==> src/rtl/fpa_params.svh <==
// constants for the fixed-point alu unit: offsets, field positions, codes and reset values
`ifndef FPA_PARAMS_SVH
`define FPA_PARAMS_SVH

// register offsets (byte addresses on the wishbone slave)
`define FPA_OFS_CMD     8'h00
`define FPA_OFS_XOP     8'h04
`define FPA_OFS_YOP     8'h08
`define FPA_OFS_RES     8'h0C
`define FPA_OFS_EXT     8'h10
`define FPA_OFS_STAT    8'h14
`define FPA_OFS_MODE    8'h18

// command word fields
`define FPA_CMD_OP_LSB  0
`define FPA_CMD_CU_LSB  8
`define FPA_CU_ALU      2'h0
`define FPA_CU_MUL      2'h1
`define FPA_CU_SHF      2'h2

// status bit positions
`define FPA_ST_ZERO     0
`define FPA_ST_OVF      1
`define FPA_ST_NEG      2
`define FPA_ST_CARRY    3
`define FPA_ST_SIGN     4
`define FPA_ST_INV      5
`define FPA_ST_UNF      6
`define FPA_ST_REJ      8
`define FPA_ST_HIST_LSB 24

// mode bit positions
`define FPA_MODE_RND    0
`define FPA_MODE_SAT    1

// saturation limits and reset values
`define FPA_MAX_POS     32'h7FFFFFFF
`define FPA_MIN_NEG     32'h80000000
`define FPA_RST_WORD    32'h00000000
`define FPA_RST_EXT     8'h00

// operation codes
`define FPA_OP_ADD      8'h01
`define FPA_OP_SUB      8'h02
`define FPA_OP_ADDC     8'h05
`define FPA_OP_SUBB     8'h06
`define FPA_OP_AVG      8'h09
`define FPA_OP_COMP     8'h0A
`define FPA_OP_PASS     8'h21
`define FPA_OP_NEG      8'h22
`define FPA_OP_XCI      8'h25
`define FPA_OP_XCIM     8'h26
`define FPA_OP_INC      8'h29
`define FPA_OP_DEC      8'h2A
`define FPA_OP_ABS      8'h30
`define FPA_OP_AND      8'h40
`define FPA_OP_OR       8'h41
`define FPA_OP_XOR      8'h42
`define FPA_OP_NOT      8'h43
`define FPA_OP_MIN      8'h61
`define FPA_OP_MAX      8'h62
`define FPA_OP_CLIP     8'h63

`endif

==> src/rtl/fpa_pkg.sv <==
// types shared by the fixed-point alu unit
package fpa_pkg;

  // flags produced by one alu operation
  typedef struct packed {
    logic zero;
    logic neg;
    logic ovf;
    logic carry;
  } fpa_flags_t;

  // result of one alu operation
  typedef struct packed {
    logic [31:0] value;
    fpa_flags_t  flags;
    logic        writes;   // destination is written
    logic        compare;  // shift the compare history
    logic        legal;    // code is a known fixed-point code
  } fpa_result_t;

  // bus slave phases
  typedef enum logic [2:0] {
    FPA_IDLE = 3'b001,
    FPA_ACK  = 3'b010,
    FPA_GAP  = 3'b100
  } fpa_bus_state_t;

endpackage : fpa_pkg

==> src/rtl/fpa_core.sv <==
// combinational fixed-point alu datapath
`timescale 1ns/1ps
`include "fpa_params.svh"

module fpa_core (
  // operands and operation
  input  wire logic [7:0]          op_i,
  input  wire logic [31:0]         x_i,
  input  wire logic [31:0]         y_i,
  // mode and current carry
  input  wire logic                sat_i,
  input  wire logic                rnd_i,
  input  wire logic                carry_i,
  // answer
  output fpa_pkg::fpa_result_t     res_o
);
  import fpa_pkg::*;

  logic [32:0] sum;
  logic [31:0] a;
  logic [31:0] b;
  logic        cin;
  logic        c31;
  logic        arith;
  logic        avg;
  logic        hi_pos;
  logic        hi_neg;
  logic        lt;
  logic [31:0] wrap;
  logic [32:0] avg_full;

  // operand steering for the shared adder; subtract is x + ~y + 1
  always_comb begin
    a     = x_i;
    b     = y_i;
    cin   = 1'b0;
    arith = 1'b1;
    avg   = 1'b0;
    unique case (op_i)
      `FPA_OP_ADD:  b = y_i;
      `FPA_OP_SUB:  begin b = ~y_i; cin = 1'b1; end
      `FPA_OP_ADDC: cin = carry_i;
      `FPA_OP_SUBB: begin b = ~y_i; cin = carry_i; end
      `FPA_OP_AVG:  avg = 1'b1;
      `FPA_OP_COMP: begin b = ~y_i; cin = 1'b1; end
      `FPA_OP_XCI:  begin b = 32'h00000000; cin = carry_i; end
      `FPA_OP_XCIM: begin b = 32'hFFFFFFFF; cin = carry_i; end
      `FPA_OP_INC:  begin b = 32'h00000000; cin = 1'b1; end
      `FPA_OP_DEC:  b = 32'hFFFFFFFF;
      `FPA_OP_NEG:  begin a = 32'h00000000; b = ~x_i; cin = 1'b1; end
      `FPA_OP_ABS:  begin
        a   = 32'h00000000;
        b   = x_i[31] ? ~x_i : x_i;
        cin = x_i[31];
      end
      // min, max and clip borrow the subtractor only for the signed order test
      `FPA_OP_MIN, `FPA_OP_MAX, `FPA_OP_CLIP: begin
        b     = ~y_i;
        cin   = 1'b1;
        arith = 1'b0;
      end
      default:      arith = 1'b0;
    endcase
  end

  // carries out of the top two stages give carry and overflow
  assign sum = {1'b0, a} + {1'b0, b} + {32'h00000000, cin};
  assign c31 = a[31] ^ b[31] ^ sum[31];
  assign hi_pos = ~sum[32] & c31 & ~a[31]; // positive wrap
  assign hi_neg = sum[32] & ~c31 & a[31];  // negative wrap
  assign wrap   = sum[31:0];
  // signed compare from the subtractor: negative xor overflow
  assign lt = sum[31] ^ (sum[32] ^ c31);
  // average keeps a 33rd bit so the halving never wraps
  assign avg_full = {x_i[31], x_i} + {y_i[31], y_i}
                    + {32'h00000000, rnd_i & (x_i[0] ^ y_i[0])};

  // result select, saturation and flags per code
  always_comb begin
    res_o = '0;
    res_o.writes = 1'b1;
    res_o.legal  = 1'b1;
    if (arith && !avg && op_i != `FPA_OP_COMP) begin
      res_o.value = wrap;
      if (sat_i && hi_pos) res_o.value = `FPA_MAX_POS;
      else if (sat_i && hi_neg) res_o.value = `FPA_MIN_NEG;
      res_o.flags.ovf   = sum[32] ^ c31;
      res_o.flags.carry = sum[32];
    end else begin
      unique case (op_i)
        `FPA_OP_AVG: begin
          res_o.value       = avg_full[32:1];
          res_o.flags.carry = sum[32];
        end
        `FPA_OP_COMP: begin
          res_o.writes  = 1'b0;
          res_o.compare = 1'b1;
        end
        `FPA_OP_PASS: res_o.value = x_i;
        `FPA_OP_AND:  res_o.value = x_i & y_i;
        `FPA_OP_OR:   res_o.value = x_i | y_i;
        `FPA_OP_XOR:  res_o.value = x_i ^ y_i;
        `FPA_OP_NOT:  res_o.value = ~x_i;
        `FPA_OP_MIN:  res_o.value = lt ? x_i : y_i;
        `FPA_OP_MAX:  res_o.value = lt ? y_i : x_i;
        `FPA_OP_CLIP: begin
          if (!x_i[31]) res_o.value = (lt || x_i == y_i) ? x_i : y_i;
          else          res_o.value = ($signed(x_i) < -$signed(y_i)) ? -y_i : x_i;
        end
        default: begin
          res_o.writes = 1'b0;
          res_o.legal  = 1'b0;
        end
      endcase
    end
    // compare flags come from the operands, all others from the output
    if (op_i == `FPA_OP_COMP) begin
      res_o.flags.zero = (x_i == y_i);
      res_o.flags.neg  = lt;
    end else begin
      res_o.flags.zero = (res_o.value == 32'h00000000);
      res_o.flags.neg  = res_o.value[31];
    end
  end

endmodule : fpa_core

==> src/rtl/fpa_top.sv <==
// fixed-point alu unit with a classic wishbone register slave
`timescale 1ns/1ps
`include "fpa_params.svh"

// How it works
// - unit select 00 goes to the alu, 01 multiplier, 10 shifter.
// - each alu operation is named by an eight-bit code in the command.
// - code 01 adds x and y fixed-point fields into the destination.
// - code 02 subtracts y from x into the destination.
// - add and subtract results clear the eight-bit extension field.
// - with saturation on, positive overflow gives 7FFFFFFF.
// - with saturation on, negative overflow gives 80000000.
// - zero flag set when the output is all zeros.
// - negative flag follows the output top bit.
// - overflow flag is xor of the top two adder carries.
// - carry flag is the carry out of the top adder stage.
// - two-operand add carry, subtract borrow, average and compare are decoded.
// - increment, decrement, abs, add carry, add borrow, negate, pass are decoded.
// - and, or, not and xor codes apply bitwise logic.
// - min, max and clip go to the comparison-select logic.
// - fixed and floating views share one 40-bit entry; only interpretation differs.
// - add carry adds the carry flag; subtract borrow adds carry minus one.
// - average halves the sum, rounding by mode bit, and clears overflow.
// - compare sets zero on equal, negative on x below y, writes nothing.
// - compare shifts the history in status 31:24 right, new greater-than on top.
module fpa_top (
  // clock and reset
  input  wire logic        clk_i,
  input  wire logic        rst_i,
  // wishbone slave
  input  wire logic        cyc_i,
  input  wire logic        stb_i,
  input  wire logic        we_i,
  input  wire logic [7:0]  adr_i,
  input  wire logic [3:0]  sel_i,
  input  wire logic [31:0] dat_i,
  output logic      [31:0] dat_o,
  output logic             ack_o,
  // dispatch to the other units
  output logic             mul_req_o,
  output logic             shf_req_o,
  output logic      [7:0]  unit_op_o
);
  import fpa_pkg::*;

  // ==========================================================
  // registers
  // ==========================================================
  logic [31:0]    x_q;
  logic [31:0]    y_q;
  logic [31:0]    res_q;
  logic [7:0]     ext_q;
  logic [31:0]    stat_q;
  logic [1:0]     mode_q;
  fpa_bus_state_t st_q;
  fpa_result_t    alu;
  logic [7:0]     op;
  logic [1:0]     unit_select_field;
  logic           wr_go;
  logic           cmd_go;
  logic [31:0]    wmask;
  logic [31:0]    rdata;

  assign wr_go  = (st_q == FPA_IDLE) && cyc_i && stb_i && we_i;
  assign cmd_go = wr_go && (adr_i == `FPA_OFS_CMD) && sel_i[1] && sel_i[0];
  assign op                = dat_i[`FPA_CMD_OP_LSB +: 8];
  assign unit_select_field = dat_i[`FPA_CMD_CU_LSB +: 2];

  // byte enables expand to a bit mask
  genvar g;
  generate
    for (g = 0; g < 4; g++) begin : g_mask
      assign wmask[8*g +: 8] = {8{sel_i[g]}};
    end
  endgenerate

  // ==========================================================
  // datapath
  // ==========================================================
  fpa_core u_core (
    .op_i    (op),
    .x_i     (x_q),
    .y_i     (y_q),
    .sat_i   (mode_q[`FPA_MODE_SAT]),
    .rnd_i   (mode_q[`FPA_MODE_RND]),
    .carry_i (stat_q[`FPA_ST_CARRY]),
    .res_o   (alu)
  );

  // ==========================================================
  // bus handshake: one ack per request, then a gap cycle
  // ==========================================================
  always_ff @(posedge clk_i) begin
    if (rst_i) begin
      st_q  <= FPA_IDLE;
      ack_o <= 1'b0;
    end else begin
      unique case (st_q)
        FPA_IDLE: begin
          if (cyc_i && stb_i) begin
            st_q  <= FPA_ACK;
            ack_o <= 1'b1;
          end
        end
        FPA_ACK: begin
          st_q  <= FPA_GAP;
          ack_o <= 1'b0;
        end
        FPA_GAP: st_q <= FPA_IDLE;
      endcase
    end
  end

  // read mux; unmapped addresses read zero
  always_comb begin
    unique case (adr_i)
      `FPA_OFS_XOP:  rdata = x_q;
      `FPA_OFS_YOP:  rdata = y_q;
      `FPA_OFS_RES:  rdata = res_q;
      `FPA_OFS_EXT:  rdata = {24'h000000, ext_q};
      `FPA_OFS_STAT: rdata = stat_q;
      `FPA_OFS_MODE: rdata = {30'h0, mode_q};
      default:       rdata = 32'h00000000;
    endcase
  end

  // read data is captured with the ack so it stands in the ack cycle
  always_ff @(posedge clk_i) begin
    if (rst_i) dat_o <= 32'h00000000;
    else if ((st_q == FPA_IDLE) && cyc_i && stb_i && !we_i) dat_o <= rdata;
  end

  // ==========================================================
  // operand and mode registers
  // ==========================================================
  always_ff @(posedge clk_i) begin
    if (rst_i) begin
      x_q    <= `FPA_RST_WORD;
      y_q    <= `FPA_RST_WORD;
      mode_q <= 2'h0;
    end else if (wr_go) begin
      if (adr_i == `FPA_OFS_XOP) x_q <= (x_q & ~wmask) | (dat_i & wmask);
      if (adr_i == `FPA_OFS_YOP) y_q <= (y_q & ~wmask) | (dat_i & wmask);
      if (adr_i == `FPA_OFS_MODE && sel_i[0]) mode_q <= dat_i[1:0];
    end
  end

  // ==========================================================
  // destination register: 32-bit field plus 8-bit extension
  // ==========================================================
  // both halves form one 40-bit entry; an alu write loads bits 39:8 and clears bits 7:0
  always_ff @(posedge clk_i) begin
    if (rst_i) begin
      res_q <= `FPA_RST_WORD;
      ext_q <= `FPA_RST_EXT;
    end else if (cmd_go && unit_select_field == `FPA_CU_ALU && alu.writes) begin
      res_q <= alu.value;
      ext_q <= `FPA_RST_EXT;
    end else if (wr_go && adr_i == `FPA_OFS_RES) begin
      res_q <= (res_q & ~wmask) | (dat_i & wmask);
    end else if (wr_go && adr_i == `FPA_OFS_EXT && sel_i[0]) begin
      ext_q <= dat_i[7:0];
    end
  end

  // ==========================================================
  // status flags and compare history
  // ==========================================================
  // illegal codes leave the flags alone and raise a sticky reject bit
  always_ff @(posedge clk_i) begin
    if (rst_i) begin
      stat_q <= `FPA_RST_WORD;
    end else if (cmd_go && unit_select_field == `FPA_CU_ALU) begin
      if (alu.legal) begin
        stat_q[`FPA_ST_ZERO]  <= alu.flags.zero;
        stat_q[`FPA_ST_NEG]   <= alu.flags.neg;
        stat_q[`FPA_ST_OVF]   <= alu.flags.ovf;
        stat_q[`FPA_ST_CARRY] <= alu.flags.carry;
        stat_q[`FPA_ST_UNF]   <= 1'b0;
        stat_q[`FPA_ST_SIGN]  <= 1'b0;
        stat_q[`FPA_ST_INV]   <= 1'b0;
        if (alu.compare)
          stat_q[31:24] <= {~alu.flags.zero & ~alu.flags.neg,
                            stat_q[31:25]};
      end else begin
        stat_q[`FPA_ST_REJ] <= 1'b1;
      end
    end else if (wr_go && adr_i == `FPA_OFS_STAT) begin
      // software may restore the status word, e.g. to seed the carry
      stat_q <= (stat_q & ~wmask) | (dat_i & wmask);
    end
  end

  // ==========================================================
  // dispatch of non-alu unit selects
  // ==========================================================
  always_ff @(posedge clk_i) begin
    if (rst_i) begin
      mul_req_o <= 1'b0;
      shf_req_o <= 1'b0;
      unit_op_o <= 8'h00;
    end else begin
      mul_req_o <= cmd_go && unit_select_field == `FPA_CU_MUL;
      shf_req_o <= cmd_go && unit_select_field == `FPA_CU_SHF;
      if (cmd_go) unit_op_o <= op;
    end
  end

  // ==========================================================
  // checks
  // ==========================================================
  logic cmd_alu;
  assign cmd_alu = cmd_go && unit_select_field == `FPA_CU_ALU;

  a_add_result: assert property (@(posedge clk_i) disable iff (rst_i)
    cmd_alu && op == `FPA_OP_ADD && !mode_q[`FPA_MODE_SAT] |=> res_q == $past(x_q) + $past(y_q))
    else $error("add result wrong");
  a_sub_result: assert property (@(posedge clk_i) disable iff (rst_i)
    cmd_alu && op == `FPA_OP_SUB && !mode_q[`FPA_MODE_SAT] |=> res_q == $past(x_q) - $past(y_q))
    else $error("sub result wrong");
  a_ext_clear: assert property (@(posedge clk_i) disable iff (rst_i)
    cmd_alu && alu.writes |=> ext_q == 8'h00)
    else $error("extension not cleared");
  a_sat_pos: assert property (@(posedge clk_i) disable iff (rst_i)
    cmd_alu && op == `FPA_OP_ADD && mode_q[`FPA_MODE_SAT] && !x_q[31] && !y_q[31]
      && alu.flags.ovf |=> res_q == 32'h7FFFFFFF)
    else $error("positive saturation missing");
  a_sat_neg: assert property (@(posedge clk_i) disable iff (rst_i)
    cmd_alu && op == `FPA_OP_ADD && mode_q[`FPA_MODE_SAT] && x_q[31] && y_q[31]
      && alu.flags.ovf |=> res_q == 32'h80000000)
    else $error("negative saturation missing");
  a_zero_flag: assert property (@(posedge clk_i) disable iff (rst_i)
    cmd_alu && (op == `FPA_OP_ADD || op == `FPA_OP_SUB) |=> stat_q[0] == (res_q == 32'h0))
    else $error("zero flag wrong");
  a_neg_flag: assert property (@(posedge clk_i) disable iff (rst_i)
    cmd_alu && (op == `FPA_OP_ADD || op == `FPA_OP_SUB) |=> stat_q[2] == res_q[31])
    else $error("negative flag wrong");
  a_flags_clear: assert property (@(posedge clk_i) disable iff (rst_i)
    cmd_alu && alu.legal |=> stat_q[6:4] == 3'b000)
    else $error("aux flags not cleared");
  a_comp_nowrite: assert property (@(posedge clk_i) disable iff (rst_i)
    cmd_alu && op == `FPA_OP_COMP |=> $stable(res_q))
    else $error("compare wrote result");
  a_hist_shift: assert property (@(posedge clk_i) disable iff (rst_i)
    cmd_alu && op == `FPA_OP_COMP |=> stat_q[30:24] == $past(stat_q[31:25]))
    else $error("history not shifted");
  a_mul_route: assert property (@(posedge clk_i) disable iff (rst_i)
    cmd_go && unit_select_field == `FPA_CU_MUL |=> mul_req_o && !shf_req_o ##1 !mul_req_o)
    else $error("multiplier dispatch wrong");
  a_ack_pulse: assert property (@(posedge clk_i) disable iff (rst_i)
    ack_o |=> !ack_o ##1 !ack_o)
    else $error("ack longer than a cycle");

  c_add: cover property (@(posedge clk_i) cmd_alu && op == `FPA_OP_ADD);
  c_sat: cover property (@(posedge clk_i) cmd_alu && mode_q[1] && alu.flags.ovf);
  c_comp: cover property (@(posedge clk_i) cmd_alu && op == `FPA_OP_COMP);
  c_shift_route: cover property (@(posedge clk_i) shf_req_o);

endmodule : fpa_top
==> config.mk <==
export PLATFORM = sky130hd
export DESIGN_NAME = fpa_top
export DESIGN_NICKNAME = d
export VERILOG_FILES = /design/src/rtl/fpa_pkg.sv /design/src/rtl/fpa_core.sv /design/src/rtl/fpa_top.sv
export VERILOG_INCLUDE_DIRS = /design/src /design/src/rtl
export SDC_FILE = /design/constraint.sdc
export NUM_CORES = 1
export LEC_CHECK = 0
export BUFFER_PORTS_ARGS = -buffer_cell sky130_fd_sc_hd__buf_2
export CAP_MARGIN = 15
export CORE_MARGIN = 5
export CORE_UTILIZATION = 30
export CTS_CLUSTER_SIZE = 20
export DETAILED_ROUTE_END_ITERATION = 12
export HOLD_SLACK_MARGIN = 0.12
export SETUP_SLACK_MARGIN = 0.05
export SYNTH_ARGS = -nofsm -noshare
export SYNTH_HDL_FRONTEND = slang
export SYNTH_SLANG_ARGS = --single-unit
==> constraint.sdc <==
create_clock -name clk_i -period 18.5 [get_ports clk_i]
set_input_delay 1.85 -clock clk_i [delete_from_list [all_inputs] [get_ports clk_i]]
set_output_delay 1.85 -clock clk_i [all_outputs]
set_load 0.03 [all_outputs]
# --- Yosys cells after proc, flatten, opt, wreduce, memory -nomap -nowiden ---
# Cells that the tools add are included.
word_totals:
  input_bits: 49
  elab_cells: 179
  output_inout_bits: 43
  reg_bits: 184
op_classes:
  add_sub_neg: 6
  n_eq_ne: 37
  bitwise: 33
  mux: 38
  n_lt_le_gt_ge: 1
  n_reduce_logical: 49
ops:
  columns: ["operator", "count"]
  rows:
  - ["$mux 32", 13]
  - ["$pmux 32 s9", 1]
  - ["$and 32x32->32", 6]
  - ["$pmux 32 s6", 1]
  - ["$or 32x32->32", 5]
  - ["$pmux 32 s5", 1]
  - ["$not 32->32", 3]
  - ["$add 32x32->33", 2]
  - ["$add 33x1->33", 2]
  - ["$neg 32->32", 2]
  - ["$eq 8x6->1 const B", 7]
  - ["$eq 8x7->1 const B", 7]
  - ["$eq 32x32->1", 1]
  - ["$eq 8x4->1 const B", 4]
  - ["$logic_not 32->1", 1]
  - ["$lt 32x32->1", 1]
  - ["$xor 32x32->32", 1]
  - ["$eq 8x3->1 const B", 3]
  - ["$eq 8x5->1 const B", 3]
  - ["$mux 8", 3]
  - ["$logic_and 1x1->1", 21]
  - ["$reduce_and 2->1", 8]
  - ["$mux 7", 2]
  - ["$reduce_or 12->1", 1]
  - ["other kinds (31)", 65]

# --- Logic depth before layout (Yosys ltp) ---
depth:
  word_depth: 20
  ltp_mapped: 37
  depth_no_buf: 33

# --- Hierarchy ---
# A second synthesis with hierarchy kept.
unflattened:
  cells_unflattened: 2460
  area_unflattened_um2: 18178.7
by_module_without_submodules:
  columns: ["mod", "cells_each", "seq_area_each_um2", "instances", "area_per_inst_um2"]
  rows:
  - ["fpa_core", 1608, 0.0, 1, 10326.2]
  - ["fpa_top", 852, 3683.5, 1, 7852.5]

# --- Least setup slack after synthesis ---
# OpenSTA, ideal clock, no wires.
synth_timing:
  path_kind: "input -> register"
  from: "in dat_i[1]"
  to: "reg stat_q[0]"
  t_required_ns: 18.416
  path_slack_ns: 9.018
  stages: 35
  path_buffers: 7
  arrival_ns: 9.398
  setup_ns: 0.084
  cell_sequence: "buf_2 -> buf_2 -> buf_1 -> clkbuf_1 -> o21ai_0 -> nor2b_1 -> inv_1 -> nand2_1 -> clkbuf_1 -> o22ai_1 -> o21ai_0 -> fa_1 -> fa_1 -> a21o_1 -> a221oi_1 -> nor4_1 -> o21ai_0 -> o211a_1 -> o31ai_1 -> a21o_1 -> a21o_1 -> inv_1 -> ha_1 -> clkbuf_1 -> xor2_1 -> a211o_1 -> o32ai_4 -> or2_2 -> o21ai_2 -> buf_2 -> a211o_1 -> a2111oi_2 -> and3_1 -> nand4_1 -> o31ai_2"
synth_via:
  elab_chain_len: 17
  elab_cells_between_ends: 69
  cone_classes: "2 x add/sub; 22 x eq/ne; 18 x mux; 11 x bitwise; 16 x reduce/logical"
synth_lines:
  columns: ["item", "line_no", "source"]
  rows:
  - ["from (decl)", "fpa_top.sv:36", "input wire logic [31:0] dat_i,"]
  - ["$eq 8x2->1 (tied with other cells)", "fpa_core.sv:39", "unique case (op_i)"]
  - ["$reduce_or 6->1 (no line) / $reduce_or 2->1 (equally long branches)", null, null]
  - ["$pmux 32 s5 / $mux 32 (equally long branches)", "fpa_core.sv:39", null]
  - ["$add 32x32->33", "fpa_core.sv:67", "assign sum = {1'b0, a} + {1'b0, b} + {32'h00000000, cin};"]
  - ["$add 33x1->33", "fpa_core.sv:67", null]
  - ["$xor 1x1->1", "fpa_core.sv:68", "assign c31 = a[31] ^ b[31] ^ sum[31];"]
  - ["$xor 1x1->1 / $not 1->1 (equally long branches)", "fpa_core.sv:73, fpa_core.sv:70", null]
  - ["$xor 1x1->1 / $and 1x1->1 (equally long branches)", "fpa_core.sv:73, fpa_core.sv:70", null]
  - ["$logic_or 1x1->1 / $and 1x1->1 (equally long branches)", "fpa_core.sv:107, fpa_core.sv:70", null]
  - ["$mux 32 / $logic_and 1x1->1 (equally long branches)", "fpa_core.sv:107, fpa_core.sv:86", null]
  - ["$mux 32, on equally long branches", "fpa_core.sv:107, fpa_core.sv:86", null]
  - ["$pmux 32 s9 / $mux 32 (equally long branches)", "fpa_core.sv:90, fpa_core.sv:85", null]
  - ["$mux 32", "fpa_core.sv:83", "if (arith && !avg && op_i != `FPA_OP_COMP) begin"]
  - ["$logic_not 32->1", "fpa_core.sv:121", "res_o.flags.zero = (res_o.value == 32'h00000000);"]
  - ["$mux 2", "fpa_core.sv:117", "if (op_i == `FPA_OP_COMP) begin"]
  - ["$mux 7", "fpa_top.sv:174", "if (alu.legal) begin"]
  - ["$mux 7", "fpa_top.sv:173", "end else if (cmd_go && unit_select_field == `FPA_CU_ALU) begin"]
  - ["to (signal assigned)", "fpa_top.sv:172", "stat_q <= `FPA_RST_WORD;"]
  - ["to (signal, indexed assignment)", "fpa_top.sv:175", "stat_q[`FPA_ST_ZERO] <= alu.flags.zero;"]
  - ["to (signal, indexed assignment)", "fpa_top.sv:176", "stat_q[`FPA_ST_NEG] <= alu.flags.neg;"]
  - ["to (decl)", "fpa_top.sv:53", "logic [31:0] stat_q;"]
# Several ways; a longest one is shown, not always the timed one. The select of a mux whose other input is x is not followed.
# A chain may end at the register's enable or synchronous reset.

# --- Final worst setup path ---
layout_timing:
  from: "in dat_i[5]"
  to: "reg stat_q[0]"
# Same word-level chain as after synthesis.

==> metrics <==
worst IR drop on VDD=~0.06 mV; worst-path maximum fanout=33; Gate power share=8.4%; CTS tree=done; Fillers=roughly 6,600; DR vias=20,240; RSZ-0062 raised after global routing=false; Setup CP Type=input pin to flip-flop; gpl congestion=between 1 and 1.5; CP peak stage delay=0.74 ns; hold buffer count at cts=0; Setup Fix Bufs, Post-CTS=0; min cycle time layout=roughly 11 ns; CP Launch Type=input pin; Max stage delay cell, worst path=nor4bb_1; clk slew on worst S/H paths=0.08 ns; post-synth top area cell=dfxtp_1; clock sinks=about 180; Post-Place Cells=3,210; PortBufs=91; Reg power frac=~48%; H-tree depth=4; Static Leak=7.658 nW; die area=0.06542 sq mm; NumNets Final=2,629; predominant post-synthesis flop cell=dfxtp_1; Min-Delay Path Class=flip-flop to flip-flop; EDFF count, synth=0; vias per inst=6.244; Mapped Area=0.01812 sq mm; cell at the root of the clock tree=clkbuf_16; Core Area=0.06013 sq mm; synth top area cells=dfxtp_1 20%, ha_1 9.0%, a21oi_1 7.4%; largest net degree at the start of global routing=between 90 and 100; Pint=0.0005977 W; antenna viol nets, final=0; Pwr Density=42.13 mW/mm^2; layout cell share with drive strength beyond 1=~10%; synthesized area per cell=a little over 7 sq um; Worst Skew=0.02115 ns; Synthesis Warnings=0; sequential fraction of the synthesis area=20.33%; synth unique cells=95; CP Data Required Time=18.88 ns; Critical Path AT=11.13 ns; max-capacitance violation count=0; Worst-Margin Slew=approximately 1.3 ns; Max transition margin=15.43%; sw frac=~28%; Clk pwr share=about 44%; count leader, synth=a21oi_1; Fmax=93.02 MHz; FF/Latch Area=0.003684 sq mm; initial antenna violation count=0; total CTS buffers=17; total track usage=24.81%; Slew Viols, Final=0; Yosys top cell area share=between 20% and 30%; fin util=about a third; die span in y=255.8 um; P&R area growth vs syn=8.990%; switching pwr=0.0002344 W; DIE WIDTH=roughly 260 um; drt first pass iters=7; CP Capture Type=flip-flop; Ports=92; dpl hpwl=64,320 um; DR iter-0 viols=3,091; Initial Util=30.14%; CTS-repair resized insts=0; final WL=roughly 86,000 um; FP Rows=90; final non-filler cell total=3,241; Syn Nets=2,679; status=complete, no violations; endpoints failing setup=0; Yosys reg bits=184; fin crit share=58.11%; Wirelength per Cell=~27 um; final hold violation count=0; setup_tns=0 ns; n_diodes=0; first-pass GRT wire length=125,800 um; Bufs on Longest Clock Path=2; area of the multi-input gates=~0.013 sq mm; Synth top cells by count=268 x a21oi_1, 265 x nor2_1, 231 x nand2_1; Post-synth ARST share=0%; cell count after synthesis=2,497; vias in the first global route=about 19,000; later-pin clock latency in the skew report=0.47 ns; grt total ovfl=0; Post-route DRC=0
-- layout make-up --
| cell class | count | area share (%) |
|---|---|---|
| Multi-Input combinational cell | 1993 | 66.84 |
| Sequential cell | 184 | 18.65 |
| Tap cell | 782 | 4.954 |
| Timing Repair Buffer | 157 | 4.846 |
| Clock buffer | 18 | 2.224 |
| Inverter | 94 | 1.787 |
| Clock inverter | 13 | 0.7032 |
-- worst paths after layout --
check | start | endpoint | slack (ns) | depth (start not counted)
setup reg to reg | flip-flop | stat_q[0] | 9.99 | 27
setup / recovery | dat_i[5] | stat_q[0] | 7.75 | 33
hold reg to reg | stat_q[24] | stat_q[24] | 0.45 | 2
hold / removal | stat_q[24] | stat_q[24] | 0.45 | 2
-- through the flow --
step | total power [W] | setup slack (ns) | hold WS [ns] | instance area, sq um
after floorplan | 0.0004465 | 9.018 | 0.4316 | 18120
after global placement | 0.0004748 | 7.593 | 0.4376 | 19170
after detailed placement | 0.0004745 | 7.536 | 0.4460 | 19170
after CTS | 0.0008397 | 7.976 | 0.4567 | 19750
after global routing | 0.0008602 | 7.145 | 0.4835 | 19750
final | 0.0008322 | 7.750 | 0.4517 | 19750
-- power by group through the flow --
| stage | clock [W] | sequential, W | combinational [W] |
|---|---|---|---|
| after global routing | 0.000389 | 0.000398 | 0.0000737 |
| after floorplan | 0 | 0.000407 | 0.0000392 |
| after global placement | 0 | 0.000407 | 0.0000679 |
| after detailed placement | 0 | 0.000407 | 0.0000675 |
| final | 0.000364 | 0.000398 | 0.0000703 |
| after CTS | 0.000374 | 0.000398 | 0.0000678 |
-- worst max-delay path: cells and delay by family --
kind | cells | cell delay (ns)
AOI/OAI and AO/OA | 16 | 4.07
xor gates and xnor gates | 1 | 0.27
buffers and inverters | 4 | 0.77
and+or+nand+nor | 9 | 2.89
adders and majority gates | 3 | 1.26
-- cells by family after synthesis --
group / share of synthesized area, %
AOI/OAI and AO/OA: 30.15
xor gates and xnor gates: 3.811
adders and majority gates: 9.307
buffers and inverters: 6.994
DFF: 20.33
muxes: 7.388
and+or+nand+nor: 22.03
-- cell usage in the layout, fill, tap and decap left out, types with 12 or more instances in the layout --
cell,n
a211oi_1,41
a21o_1,34
a21oi_1,268
a221oi_1,33
a222oi_1,12
a22oi_1,80
a31oi_1,14
and2_1,50
and3_1,30
buf_2,90
buf_4,66
clkbuf_16,17
dfxtp_1,184
ha_1,130
inv_1,92
mux2i_1,118
nand2_1,231
nand2b_1,18
nand3_1,62
nand4_1,28
nor2_1,263
nor3_1,39
nor4_1,28
o2111ai_1,12
o211ai_1,25
o21ai_0,104
o221ai_1,21
o22ai_1,55
o31ai_1,13
xnor2_1,58
xor2_1,19
-- metal layers --
layer,wire [um],vias up,GRT usage (%)
li1,-,9107,-
met1,36580,9556,35.00
met2,34960,1372,35.85
met3,11270,203,7.823
met4,3084,0,8.156
met5,0,-,0
No activity file was read; power rests on OpenSTA's default activity.
